### config.mk
export PLATFORM = sky130hd
export DESIGN_NAME = suc_core
export DESIGN_NICKNAME = d
export VERILOG_FILES = /design/src/rtl/suc_pkg.sv /design/src/rtl/suc_core.sv
export VERILOG_INCLUDE_DIRS = /design/src /design/src/rtl
export SDC_FILE = /design/constraint.sdc
export NUM_CORES = 1
export LEC_CHECK = 0
export BUFFER_PORTS_ARGS = -buffer_cell sky130_fd_sc_hd__buf_4
export CAP_MARGIN = 5
export CORE_UTILIZATION = 30
export DETAILED_ROUTE_END_ITERATION = 7
export HOLD_SLACK_MARGIN = 0.15
export PLACE_DENSITY_LB_ADDON = 0.08
export SYNTH_ARGS = -nofsm -noshare
export SYNTH_HDL_FRONTEND = slang
export SYNTH_SLANG_ARGS = --single-unit
### constraint.sdc
create_clock -name clk -period 2.73 [get_ports clk]
set_input_delay 0.273 -clock clk [delete_from_list [all_inputs] [get_ports clk]]
set_output_delay 0.273 -clock clk [all_outputs]
set_load 0.05 [all_outputs]
### src/rtl/suc_cfg.svh
// timing and reset constants for the serial character core
// assumes a 10 MHz system clock
`ifndef SUC_CFG_SVH
`define SUC_CFG_SVH
`define SUC_CLK_HZ          10000000
`define SUC_BAUD_HZ         115200
`define SUC_DIV_DEFAULT     ((`SUC_CLK_HZ / `SUC_BAUD_HZ) - 1)
`define SUC_REG_W           16
`define SUC_LINE_IDLE       1'b0
`define SUC_LINE_ACTIVE     1'b1
`endif

### src/rtl/suc_pkg.sv
// types shared by the serial character core
// assumes the cfg header is included by users of the constants
package suc_pkg;
    typedef enum logic [1:0] {SUC_PAR_NONE, SUC_PAR_EVEN, SUC_PAR_ODD} suc_par_e;
    typedef struct packed {
        logic tx_can_accept;
        logic tx_shift_empty;
        logic tx_overrun;
        logic rx_ready;
        logic rx_overrun;
        logic line_break_flag;
        logic parity_fault_flag;
        logic framing_fault_flag;
        logic cts;
        logic dcts;
    } suc_status_s;
endpackage

### src/rtl/suc_core.sv
// serial character core: transmitter, receiver, baud divider, status
// assumes synchronous inputs on clk; register access via strobe ports
// Functional notes
// - 16-bit divisor and character-wide end-of-packet registers reachable by strobes
// - active-high interrupt on rx ready/tx accept
// - ready/valid flow control for stream masters
// - mark is 0, space is 1
// - 7/8/9 bit holding and shift registers
// - shift out lsb first
// - transmitter double buffered
// - tx ready, shift empty, overrun status
// - start, parity, stop bits added
// - rx holding loads on complete character
// - receiver double buffered
// - framing, parity, overrun, break flags
// - baud clock divided from system clock
// - divisor constant or software register
// - fixed divisor when register omitted
// - cts/rts pins only with flow control
// - baud equals clock over divisor plus one
// - even/odd parity bit values
// - send 1/2 stops, receive checks first
// - cts/rts only touch status/control bits
`timescale 1ns/1ps
`include "suc_cfg.svh"
module suc_core #(
    parameter int          DATA_BITS = 8,
    parameter int          STOP_BITS = 1,
    parameter suc_pkg::suc_par_e PARITY = suc_pkg::SUC_PAR_NONE,
    parameter bit          VAR_DIV   = 1'b1,
    parameter bit          FLOW_CTRL = 1'b1,
    parameter logic [15:0] DIV_INIT  = 16'(`SUC_DIV_DEFAULT)
) (
    input  wire logic                  clk,
    input  wire logic                  nrst,
    input  wire logic [DATA_BITS-1:0]  tx_data,
    input  wire logic                  tx_valid,
    output logic                       tx_ready,
    output logic [DATA_BITS-1:0]       rx_data,
    output logic                       rx_valid,
    input  wire logic                  rx_take,
    input  wire logic                  div_wr,
    input  wire logic [15:0]           div_wdata,
    output logic [15:0]                div_rdata,
    input  wire logic [DATA_BITS-1:0]  eop_wdata,
    input  wire logic                  eop_wr,
    output logic [DATA_BITS-1:0]       eop_rdata,
    input  wire logic                  status_clr,
    output suc_pkg::suc_status_s       status,
    input  wire logic                  irq_en_rx,
    input  wire logic                  irq_en_tx,
    output logic                       irq,
    input  wire logic                  rts_ctl,
    output logic                       rts_n,
    input  wire logic                  cts_n,
    input  wire logic                  rxd,
    output logic                       txd
);
    import suc_pkg::*;

    localparam int PAR_BITS = (PARITY == SUC_PAR_NONE) ? 0 : 1;
    localparam int FRAME    = 1 + DATA_BITS + PAR_BITS + STOP_BITS;
    localparam int RX_BITS  = DATA_BITS + PAR_BITS;

    typedef enum logic [1:0] {SUC_IDLE, SUC_SHIFT} suc_tx_e;
    typedef enum logic [1:0] {SUC_RWAIT, SUC_RSTART, SUC_RDATA, SUC_RSTOP} suc_rx_e;

    logic [15:0]          div_r;
    logic [15:0]          tx_cnt_r;
    logic [15:0]          rx_cnt_r;
    logic [DATA_BITS-1:0] thr_r;
    logic                 thr_full_r;
    logic [11:0]          tsr_r;
    logic [3:0]           tx_left_r;
    suc_tx_e              tx_st_r;
    logic                 tx_tick;
    logic [RX_BITS-1:0]   rsr_r;
    logic [3:0]           rx_idx_r;
    suc_rx_e              rx_st_r;
    logic                 rx_tick;
    logic                 rx_done;
    logic                 rx_par_bad;
    logic [4:0]           space_cnt_r;
    logic                 cts_d_r;
    logic                 tx_ovr_r;
    logic                 rx_ovr_r;
    logic                 brk_r;
    logic                 pe_r;
    logic                 fe_r;
    logic [DATA_BITS-1:0] eop_r;
    logic [DATA_BITS-1:0] tx_par_src;
    logic                 tx_par;

    // divisor register or fixed constant
    always_ff @(posedge clk or negedge nrst) begin
        if (!nrst) begin
            div_r <= DIV_INIT;
        end else if (VAR_DIV && div_wr) begin
            div_r <= div_wdata;
        end
    end
    assign div_rdata = VAR_DIV ? div_r : DIV_INIT;

    // baud ticks: one per divisor+1 clocks
    assign tx_tick = (tx_cnt_r == 16'h0000);
    assign rx_tick = (rx_cnt_r == 16'h0000);

    always_ff @(posedge clk or negedge nrst) begin
        if (!nrst) begin
            tx_cnt_r <= 16'h0000;
        end else if (tx_tick || tx_st_r == SUC_IDLE) begin
            tx_cnt_r <= div_rdata;
        end else begin
            tx_cnt_r <= tx_cnt_r - 16'h0001;
        end
    end

    // parity of the outgoing character
    assign tx_par_src = thr_r;
    assign tx_par     = (^tx_par_src) ^ (PARITY == SUC_PAR_ODD);

    // transmit holding register, double buffered
    always_ff @(posedge clk or negedge nrst) begin
        if (!nrst) begin
            thr_r      <= '0;
            thr_full_r <= 1'b0;
        end else if (tx_valid && !thr_full_r) begin
            thr_r      <= tx_data;
            thr_full_r <= 1'b1;
        end else if (tx_st_r == SUC_IDLE && thr_full_r) begin
            thr_full_r <= 1'b0;
        end
    end

    // shift register: start, data lsb first, parity, stops
    always_ff @(posedge clk or negedge nrst) begin
        if (!nrst) begin
            tsr_r     <= '0;
            tx_left_r <= 4'h0;
            tx_st_r   <= SUC_IDLE;
        end else begin
            unique case (tx_st_r)
                SUC_IDLE: begin
                    if (thr_full_r) begin
                        tsr_r <= 12'({{STOP_BITS{`SUC_LINE_IDLE}},
                                      (PAR_BITS != 0) ? tx_par : `SUC_LINE_IDLE, thr_r,
                                      `SUC_LINE_ACTIVE})
                                 >> (PAR_BITS == 0 ? 0 : 0);
                        if (PAR_BITS == 0) begin
                            tsr_r <= 12'({{STOP_BITS{`SUC_LINE_IDLE}}, thr_r, `SUC_LINE_ACTIVE});
                        end
                        tx_left_r <= 4'(FRAME);
                        tx_st_r   <= SUC_SHIFT;
                    end
                end
                SUC_SHIFT: begin
                    if (tx_tick) begin
                        tsr_r     <= {`SUC_LINE_IDLE, tsr_r[11:1]};
                        tx_left_r <= tx_left_r - 4'h1;
                        if (tx_left_r == 4'h1) begin
                            tx_st_r <= SUC_IDLE;
                        end
                    end
                end
                default: tx_st_r <= SUC_IDLE;
            endcase
        end
    end

    // serial output registered from the shift register, held at idle outside shifting
    always_ff @(posedge clk or negedge nrst) begin
        if (!nrst) begin
            txd <= `SUC_LINE_IDLE;
        end else begin
            txd <= (tx_st_r == SUC_SHIFT) ? tsr_r[0] : `SUC_LINE_IDLE;
        end
    end

    // receive baud counter, restarted at half a bit on start edge
    always_ff @(posedge clk or negedge nrst) begin
        if (!nrst) begin
            rx_cnt_r <= 16'h0000;
        end else if (rx_st_r == SUC_RWAIT) begin
            rx_cnt_r <= {1'b0, div_rdata[15:1]};
        end else if (rx_tick) begin
            rx_cnt_r <= div_rdata;
        end else begin
            rx_cnt_r <= rx_cnt_r - 16'h0001;
        end
    end

    // receiver state machine
    assign rx_done    = (rx_st_r == SUC_RSTOP) && rx_tick;
    assign rx_par_bad = (PAR_BITS != 0) &&
                        ((^rsr_r) != (PARITY == SUC_PAR_ODD));

    always_ff @(posedge clk or negedge nrst) begin
        if (!nrst) begin
            rsr_r    <= '0;
            rx_idx_r <= 4'h0;
            rx_st_r  <= SUC_RWAIT;
        end else begin
            unique case (rx_st_r)
                SUC_RWAIT: begin
                    if (rxd == `SUC_LINE_ACTIVE) begin
                        rx_st_r <= SUC_RSTART;
                    end
                end
                SUC_RSTART: begin
                    if (rx_tick) begin
                        rx_idx_r <= 4'h0;
                        rx_st_r  <= (rxd == `SUC_LINE_ACTIVE) ? SUC_RDATA : SUC_RWAIT;
                    end
                end
                SUC_RDATA: begin
                    if (rx_tick) begin
                        rsr_r    <= {rxd, rsr_r[RX_BITS-1:1]}; // lsb arrives first
                        rx_idx_r <= rx_idx_r + 4'h1;
                        if (rx_idx_r == 4'(RX_BITS - 1)) begin
                            rx_st_r <= SUC_RSTOP;
                        end
                    end
                end
                SUC_RSTOP: begin
                    if (rx_tick) begin
                        rx_st_r <= SUC_RWAIT;
                    end
                end
                default: rx_st_r <= SUC_RWAIT;
            endcase
        end
    end

    // receive holding register and ready flag
    always_ff @(posedge clk or negedge nrst) begin
        if (!nrst) begin
            rx_data  <= '0;
            rx_valid <= 1'b0;
        end else if (rx_done) begin
            rx_data  <= rsr_r[DATA_BITS-1:0];
            rx_valid <= 1'b1;
        end else if (rx_take) begin
            rx_valid <= 1'b0;
        end
    end

    // space-level run length for break detection
    always_ff @(posedge clk or negedge nrst) begin
        if (!nrst) begin
            space_cnt_r <= 5'h00;
        end else if (rxd != `SUC_LINE_ACTIVE) begin
            space_cnt_r <= 5'h00;
        end else if (rx_tick && space_cnt_r != 5'h1F) begin
            space_cnt_r <= space_cnt_r + 5'h01;
        end
    end

    // sticky error flags; a new event wins over a clear
    always_ff @(posedge clk or negedge nrst) begin
        if (!nrst) begin
            tx_ovr_r <= 1'b0;
            rx_ovr_r <= 1'b0;
            brk_r    <= 1'b0;
            pe_r     <= 1'b0;
            fe_r     <= 1'b0;
        end else begin
            tx_ovr_r <= (tx_valid && thr_full_r) | (tx_ovr_r & ~status_clr);
            rx_ovr_r <= (rx_done && rx_valid && !rx_take) | (rx_ovr_r & ~status_clr);
            brk_r    <= (space_cnt_r >= 5'(FRAME)) | (brk_r & ~status_clr);
            pe_r     <= (rx_done && rx_par_bad) | (pe_r & ~status_clr);
            fe_r     <= (rx_done && rxd != `SUC_LINE_IDLE) | (fe_r & ~status_clr);
        end
    end

    // end-of-packet character store
    always_ff @(posedge clk or negedge nrst) begin
        if (!nrst) begin
            eop_r <= '0;
        end else if (eop_wr) begin
            eop_r <= eop_wdata;
        end
    end
    assign eop_rdata = eop_r;

    // flow-control pins tied only to status and control bits
    always_ff @(posedge clk or negedge nrst) begin
        if (!nrst) begin
            cts_d_r <= 1'b0;
            rts_n   <= 1'b1;
        end else begin
            cts_d_r <= FLOW_CTRL ? ~cts_n : 1'b0;
            rts_n   <= FLOW_CTRL ? ~rts_ctl : 1'b1;
        end
    end

    // status word, ready and interrupt outputs
    always_ff @(posedge clk or negedge nrst) begin
        if (!nrst) begin
            status   <= '0;
            tx_ready <= 1'b0;
            irq      <= 1'b0;
        end else begin
            tx_ready                  <= !thr_full_r && !tx_valid;
            status.tx_can_accept      <= !thr_full_r;
            status.tx_shift_empty     <= (tx_st_r == SUC_IDLE) && !thr_full_r;
            status.tx_overrun         <= tx_ovr_r;
            status.rx_ready           <= rx_valid;
            status.rx_overrun         <= rx_ovr_r;
            status.line_break_flag    <= brk_r;
            status.parity_fault_flag  <= pe_r;
            status.framing_fault_flag <= fe_r;
            status.cts                <= cts_d_r;
            status.dcts               <= FLOW_CTRL && (cts_d_r != ~cts_n);
            irq <= (irq_en_rx && rx_valid) || (irq_en_tx && !thr_full_r);
        end
    end

endmodule

==> results.toml, run 1 <==
[outcome]
outcome = "finished, final reports clean"

[global_route]
antenna_found_initial = 0
grt_pass1_vias = 4437
grt_pass1_wl_mm = 22.6
grt_overflow = 0
gr-usage-all-layers_pct = 14.9
grt_max_degree = 128

[synth]
synthAdderAreaFrac_pct = 2.19
async_reset_ff_share_pct = 100
synthMuxAreaShare_pct = 10.2
yosys.area_share.simple_pct = 14.4
synth-seq-cells = 127
synth_area_sq_um = 5700
synth_edf_count = 0
synth_top_family_by_area = "simple AND/OR/NAND/NOR gates"
synth_xor_area_share_pct = 4.30
synth_nets = 561
synth_top_area_share_pct = 53.6
yosysWarnings = 0
seq_area_frac_synth_pct = 55.9
yosysUniqueCellTypes = 58
yosysTopAreaCell = "dfrtp_1"
yosysMostFrequentCell = "dfrtp_1"
ys_top_cells_by_count = "122 x dfrtp_1, 56 x nand2_1, 48 x mux2_2, 37 x o21ai_0, 31 x nor2_1"
avgSynthCellArea_sq_um = 11.2
synth_area_leaders = "dfrtp_1 54%, mux2_2 9.5%, nand2_1 3.7%"
synthCells = 507
synth_compound_area_share_pct = 10.0
yosys_most_used_dff = "dfrtp_1"

[clock_tree]
clkTransAtPathRegs_ns = 0.06
cts_buffers = 17
insertion_delay_ns = 0.42
cts_sinks = 127
cts_root_buffer = "clkbuf_16"
h-tree-depth = 4
cts_buffer_depth = 2
cts.repair.resized = 0
cts_tree = "built"

[routing]
ant_nets = 0
first_pass_iters = 4
drc = 0
drtIter0Drc = 162
wl_per_cell_um = 15.2
wl_mm = 13.5
via_count = 4206
via_per_inst = 4.74

[layout]
drive_gt1_share_pct = 29.4
syn_to_final_growth_pct = 34.4
nets = 695
fin_util_pct = 41.1
num_antenna_cells = 0

[power]
total_power_w = 0.00636
cellLeakagePower_nw = 3.41
max-vdd-ir-drop_mv = 0.457
p_per_area_nw_per_um2 = 830

[floorplanning]
coreArea_sq_um = 18600
io_pins = 91
die_w_um = 140
chipHeight_um = 140
rows = 50
start_util_pct = 30.6
die-area_sq_um = 19600

[placed_design]
gp_congestion = 0.725
hpwl_mm = 8.73
numPortBuffers = 90

[critical_path]
timing.rr.start = "rx_cnt_r[0]$_DFF_PN0_"
reg2reg_depth = 6
slowest_stage = "dfrtp_1"
required_ns = 3.03
worstSetupStartpointType = "register"
rrSetupSlack_ns = 0.58
cpPeakStageDelay_ns = 0.44
critPathMaxFanout = 11
worstSetupPathType = "reg -> reg"
cp.arrival_ns = 2.45
reg2reg_to = "rx_data[6]$_DFFE_PN0P_"
worstPathCellList = "inv_1 > ha_1 > nor4b_2 > and4_1 > nand3_2 > mux2_1"
worstSetupEndpointType = "register"

[sta]
fin_setup_tns_ns = 0
hold_violations = 0
setup_viol_count_final = 0
final.period_utilization_pct = 78.7
slew_viol_final = 0
rsz0062_at_grt = "no"
fin_crit_ns = 2.15
clock.fmax_mhz = 465
skew_ns = 0.00628
holdWs_ns = 0.190
slew_headroom_pct = 47.1
tightest_slew_ns = 0.791

[flow_run]
cap_violations = 0

[worst_hold_path]
whs_endpoint = "eop_rdata[3]$_DFFE_PN0P_"
holdPathStages = 2
min_from = "eop_wr"
worst_hold_path_type = "in -> reg"
## routing by layer
layer | share of wire, % | track usage, % | up-vias
met1 | 47 | 18.6 | 2030
met5 | 0 | 0 | -
met4 | 1.3 | 5.09 | 0
met2 | 47 | 24.6 | 107
met3 | 4.3 | 4.16 | 13
li1 | - | - | 2056
## final cells by class
| cell class | count | area (sq um) |
|---|---|---|
| inverter | 18 | 67.6 |
| clock buffer | 17 | 425 |
| clock inverter | 14 | 214 |
| timing repair buffer | 135 | 1130 |
| fill | 1806 | 11000 |
| sequential | 127 | 3180 |
| multi-input combinational | 342 | 2350 |
| tap | 234 | 293 |
## flip-flops by register name, indices dropped and copies added, names as in the netlist, 4 cells and up, named ones only
signal / flops
div_rdata: 16
rx_cnt_r: 16
tx_cnt_r: 16
status: 10
tsr_r: 9
eop_rdata: 8
rsr_r: 8
rx_data: 8
thr_r: 8
space_cnt_r: 5
rx_idx_r: 4
tx_left_r: 4
## cells by family after synthesis
kind of cell / count (synthesis)
mux: 52
flops: 127
buf+inv: 38
xor+xnor: 28
simple gates: 157
fa+ha+maj: 10
compound gates: 95
## power by group
part	internal [W]	switching (W)
Clock	0.00161	0.000854
Sequential	0.00223	0.000399
Combinational	0.000598	0.000667
Total	0.00444	0.00192
## critical path: cells and delay by family (launching register included)
family / cells / cell delay, ns
fa+ha+maj: 1 / 0.16
buf+inv: 1 / 0.11
flops: 1 / 0.44
mux: 1 / 0.40
simple gates: 3 / 0.92
## worst max-delay path by stage
stage	start	endpoint	slack [ns]
floorplan	rx_cnt_r[0]$_DFF_PN0_	rsr_r[7]$_DFFE_PN0P_	0.84
global placement	rx_cnt_r[0]$_DFF_PN0_	rx_data[6]$_DFFE_PN0P_	0.61
detailed placement	rx_cnt_r[0]$_DFF_PN0_	rx_data[6]$_DFFE_PN0P_	0.54
CTS	rx_cnt_r[0]$_DFF_PN0_	rx_data[6]$_DFFE_PN0P_	0.54
global route	rx_cnt_r[0]$_DFF_PN0_	rx_data[6]$_DFFE_PN0P_	0.39
finish	rx_cnt_r[0]$_DFF_PN0_	rx_data[6]$_DFFE_PN0P_	0.58
## through the flow
| step | setup slack [ns] | cell area, sq um | cells |
|---|---|---|---|
| 2_1_floorplan | 0.843 | 5700 | 507 |
| 3_3_place_gp | 0.607 | 6610 | 815 |
| 3_5_place_dp | 0.542 | 6610 | 815 |
| 4_1_cts | 0.540 | 7660 | 887 |
| 5_1_grt | 0.395 | 7660 | 887 |
| 6_report | 0.581 | 7660 | 887 |
## placed cells by master, fill, tap and decap left out, types with 3 or more instances in the layout
cell type      Yosys  routed
clkinv_2           0       3
bufinv_16          0       5
nand2b_1           4       4
o21a_1             3       3
o21ai_1            7       6
dlygate4sd3_1      0      41
or3_1              5       5
dfrtp_1          122     122
clkinvlp_4         0       3
nand2_1           56      56
o2bb2ai_1          3       3
nand4_1            3       3
ha_1              10      10
a21oi_1           15      15
a22o_1             5       5
o21ai_0           37      37
dfstp_2            5       5
mux2_2            48      48
nor2b_1            3       3
nor2_1            31      31
xnor2_1           21      21
xor2_1             7       7
buf_4              1      93
or4_1              3       3
o22ai_1            9       9
clkbuf_16          0      17
nand3_1            8       8
inv_1             18      18
o31ai_1            3       3
nor3_1            21      21
mux2i_1            3       3
## timing repair
| action | in CTS | in global routing |
|---|---|---|
| buffers inserted | 0 | 0 |
| hold endpoints to repair | 165 | 0 |
| hold buffers | 41 | 0 |
(Power assumes the default switching activity.)
==> run 2: changes to the inputs <==
- clock period: 2.73 -> 1.9 ns (I/O delays scaled with it)
==> results.toml, run 2 (same netlist as run 1, synthesis figures left out) <==
[outcome]
outcome = "finished, final reports clean"

[sta]
holdWs_ns = 0.231
fin_crit_ns = 1.83
fin_ws_ns = 0.0665
final.period_utilization_pct = 96.5
setup_viol_count_final = 0
skew_ns = 0.00904
fin_setup_tns_ns = 0
rsz0062_at_grt = "yes"
tightest_slew_ns = 0.408
slew_viol_final = 0
clock.fmax_mhz = 545
hold_violations = 0
slew_headroom_pct = 72.8

[routing]
wl_per_cell_um = 14.9
first_pass_iters = 4
drc = 0
via_count = 4425
via_per_inst = 4.68
wl_mm = 14.1
ant_nets = 0
drtIter0Drc = 194

[clock_tree]
cts_tree = "built"
h-tree-depth = 4
clkTransAtPathRegs_ns = 0.06
cts_root_buffer = "clkbuf_16"
cts_sinks = 127
insertion_delay_ns = 0.41
cts_buffer_depth = 2
cts_buffers = 17

[critical_path]
reg2reg_to = "rx_cnt_r[14]$_DFF_PN0_"
crit_start = "rx_cnt_r[8]$_DFF_PN0_"
cp-endpoint = "rx_cnt_r[14]$_DFF_PN0_"
worstSetupPathType = "reg -> reg"
path_depth = 7
path_buf_inv = 2
cpPeakStageDelay_ns = 0.40
required_ns = 2.19
worstSetupStartpointType = "register"
worstSetupEndpointType = "register"
reg2reg_depth = 7
rrSetupSlack_ns = 0.07
slowest_stage = "dfrtp_1"
cp.arrival_ns = 2.13
crit_family = "simple AND/OR/NAND/NOR gates"
worstPathCellList = "nor4_4 > buf_4 > nand3_4 > buf_6 > or4_1 > mux2i_1 > o21ai_1"
timing.rr.start = "rx_cnt_r[8]$_DFF_PN0_"
critPathMaxFanout = 5

[power]
swShare_pct = 30.1
sequentialPowerShare_pct = 37.2
cellLeakagePower_nw = 3.75
p_int_w = 0.00689
p_switching_w = 0.00297
power_frac_comb_pct = 26.1
p_per_area_nw_per_um2 = 1180
clockPowerShare_pct = 36.7
max-vdd-ir-drop_mv = 0.721

[layout]
syn_to_final_growth_pct = 46.1
final_cell_mix = "135 x buf_4, 122 x dfrtp_1, 56 x nand2_1"
num_antenna_cells = 0
instances_no_fill = 946
final_common_cell = "buf_4"
drive_gt1_share_pct = 36.4
n_fill_cell = 1778
nets = 753

[global_route]
grt_max_degree = 47
grt_overflow = 0
grt_pass1_vias = 4649
antenna_found_initial = 0
grt_pass1_wl_mm = 23.5
gr-usage-all-layers_pct = 15.4

[floorplanning]
start_util_pct = 30.6
rows = 50
chipHeight_um = 140
coreArea_sq_um = 18600
die_w_um = 140
io_pins = 91
die-area_sq_um = 19600

[worst_hold_path]
worst_hold_path_type = "in -> reg"

[flow_run]
cap_violations = 0

[placed_design]
gp_congestion = 0.808
place_ws_ns = -0.136
numPortBuffers = 90
placedCellCount = 861
hpwl_mm = 9.61
==> run 2: cell count changes in the layout (fill, tap and decap cells not counted), sizes merged <==
cell,delta
dlygate4sd3,+8
buf,+50
clkinv,-1
clkinvlp,-2
inv,+1
clkbuf,+3
==> run 2: per-stage QoR <==
stage / util (%) / power (W) / instance area, sq um
after floorplan: - / 0.00498 / 5700
after global placement: 37.6 / 0.00593 / 7000
after detailed placement: 37.6 / 0.00596 / 7000
after CTS: 43.9 / 0.00979 / 8190
after global routing: 44.7 / 0.0104 / 8330
final: 44.7 / 0.00987 / 8330
==> run 2: timing repair <==
item                       CTS  global route
setup endpoints to repair   14            48
resized for setup            5            29
hold endpoints to repair   167             0
pin swaps                    2             5
hold buffers                49             0
buffers inserted             2             2
==> run 2: how the worst min path moves through the flow <==
stage                     startpoint                         end  slack, ns  depth (start not counted)
after CTS                     div_wr    div_rdata[5]$_DFFE_PN0P_       0.21                          2
after floorplan                 nrst  asynchronous set/reset pin      -0.11                          0
after global placement          nrst        thr_r[4]$_DFFE_PN0P_       0.13                          1
after global routing          div_wr    div_rdata[8]$_DFFE_PN0P_       0.23                          2
final                         div_wr    div_rdata[5]$_DFFE_PN0P_       0.23                          2
after detailed placement        nrst        thr_r[4]$_DFFE_PN0P_       0.13                          1
==> run 2: power by group through the flow <==
stage	logic [W]	clock network [W]	registers (W)
after floorplan	0.00110	0	0.00389
after global placement	0.00224	0	0.00369
after detailed placement	0.00227	0	0.00370
after CTS	0.00241	0.00372	0.00366
after global routing	0.00283	0.00383	0.00374
final	0.00258	0.00362	0.00367
==> run 2: layer usage <==
metal	track usage (%)	wire (um)
met2	25.8	6800
met5	0	0
met1	19.3	6620
met3	3.48	477
met4	5.73	172
==> run 2: layout make-up <==
class	count	area (sq um)	area share [%]
flip-flops and latches	127	3180	38.2
multi-input cells	342	2480	29.7
repair buffers	193	1650	19.8
clock buffers	20	457	5.48
well taps	234	293	3.51
clock inverters	12	203	2.43
inverters	18	67.6	0.811
==> run 3: changes to the inputs <==
- CTS_BUF_LIST: unset -> sky130_fd_sc_hd__clkbuf_4
- PLACE_DENSITY: unset -> 0.55
- PLACE_DENSITY_LB_ADDON: 0.08 -> unset
==> results.toml, run 3 (same netlist as run 1, synthesis figures left out) <==
[routing]
wl_met3_um = 655
met2_length_mm = 6.54
route.layer.met1.wl_mm = 6.26
first_pass_iters = 7
drc = 0
wl_mm = 13.6
ant_nets = 0
via_per_inst = 4.71
drtIter0Drc = 223
wl_per_cell_um = 14.4
via_count = 4456
top_layer = "met4"

[global_route]
gr-usage-all-layers_pct = 14.5
grt_pass1_wl_mm = 22.5
grt_overflow = 0
grt_pass1_vias = 4610
grt_max_degree = 128
antenna_found_initial = 1

[placed_design]
place_ws_ns = -0.0107
placed_area_sq_um = 6860
gp_congestion = 0.765
numPortBuffers = 90
hpwl_mm = 8.83

[sta]
rsz0062_at_grt = "yes"
clock.fmax_mhz = 542
slew_headroom_pct = 55.3
hold_violations = 0
slew_viol_final = 0
setup_viol_count_final = 0
fin_ws_ns = 0.0551
fin_crit_ns = 1.84
final.period_utilization_pct = 97.1
fin_setup_tns_ns = 0
tightest_slew_ns = 0.671
skew_ns = 0.0297

[critical_path]
critPathMaxFanout = 13
worstSetupEndpointType = "register"
required_ns = 2.30
cp.arrival_ns = 2.25
worstSetupPathType = "reg -> reg"
worstSetupStartpointType = "register"

[clock_tree]
cts_root_buffer = "clkbuf_4"
clkTransAtPathRegs_ns = 0.14
cts_buffers = 17
cts_tree = "built"
insertion_delay_ns = 0.54
cts_sinks = 127
cts_buffer_depth = 2
h-tree-depth = 4

[floorplanning]
start_util_pct = 30.6
io_pins = 91
coreArea_sq_um = 18600
die-area_sq_um = 19600
rows = 50
die_w_um = 140
chipHeight_um = 140

[power]
p_per_area_nw_per_um2 = 1030
cellLeakagePower_nw = 3.56
max-vdd-ir-drop_mv = 0.569

[layout]
syn_to_final_growth_pct = 39.6
nets = 753
n_fill_cell = 1749
final_area_sq_um = 7960
final_common_cell = "buf_4"
drive_gt1_share_pct = 34.0
final_cell_mix = "124 x buf_4, 120 x dfrtp_1, 65 x dlygate4sd3_1"

[outcome]
outcome = "finished, final reports clean"

[worst_hold_path]
worst_hold_path_type = "in -> async"

[flow_run]
cap_violations = 0
## run 3: critical path, stage by stage, from the launching register on
cell and delay [ns]:
dfrtp_2 0.45, nor4_4 0.41, nand4_2 0.19, buf_6 0.20, or3_1 0.31, o21ai_0 0.10, a31oi_1 0.06
## run 3: cell type report
class                   instances  area (sq um)  area share [%]
flip-flops and latches        127          3190            40.0
multi-input cells             342          2430            30.6
repair buffers                193          1650            20.8
well taps                     234           293            3.68
clock inverters                15           196            2.47
clock buffers                  17           128            1.60
inverters                      18          67.6           0.849
diodes                          1          2.50          0.0314
## run 3: report_power, final
| part | switching [W] | leakage, nW | total [W] | internal, W |
|---|---|---|---|---|
| Clock | 0.00115 | 0.170 | 0.00211 | 0.000961 |
| Combinational | 0.00119 | 1.81 | 0.00242 | 0.00123 |
| Sequential | 0.000493 | 1.58 | 0.00369 | 0.00320 |
## run 3: metrics by stage
stage / instances / util (%) / hold WS, ns / total power (W)
final: 947 / 42.7 / 0.287 / 0.00821
after floorplan: 507 / - / -0.106 / 0.00498
after detailed placement: 846 / 36.8 / 0.302 / 0.00583
after global routing: 947 / 42.7 / 0.252 / 0.00872
after global placement: 846 / 36.8 / 0.306 / 0.00577
after CTS: 943 / 42.1 / 0.256 / 0.00813
## run 3: what timing repair did
item / in CTS / in global routing
pin swaps: 0 / 5
gates cloned: 0 / 0
endpoints found under the setup margin: 2 / 53
resized for setup: 2 / 23
hold endpoints to repair: 174 / 0
hold buffers: 65 / 0
buffers inserted: 0 / 4
## run 3: path summary, 6_finish.rpt
check | startpoint | end | slack [ns] | cells past startpoint
worst max-delay path | rx_cnt_r[6]$_DFF_PN0_ | rx_cnt_r[7]$_DFF_PN0_ | 0.06 | 6
worst min-delay path | nrst | thr_r[4]$_DFFE_PN0P_ | 0.29 | 3
worst max register to register | rx_cnt_r[6]$_DFF_PN0_ | rx_cnt_r[7]$_DFF_PN0_ | 0.06 | 6
worst min register to register | fe_r$_DFF_PN0_ | status[2]$_DFF_PN0_ | 0.39 | 0
max in group asynchronous | nrst | rx_cnt_r[6]$_DFF_PN0_ | 1.09 | 3
min in group clk | rts_ctl | rts_n$_DFF_PN1_ | 0.29 | 3
## run 3: layer usage
metal,vias to the layer above,global-route usage (%)
met5,-,0
met4,0,4.22
met3,12,3.89
met2,117,24.3
met1,2158,18.2
li1,2169,-
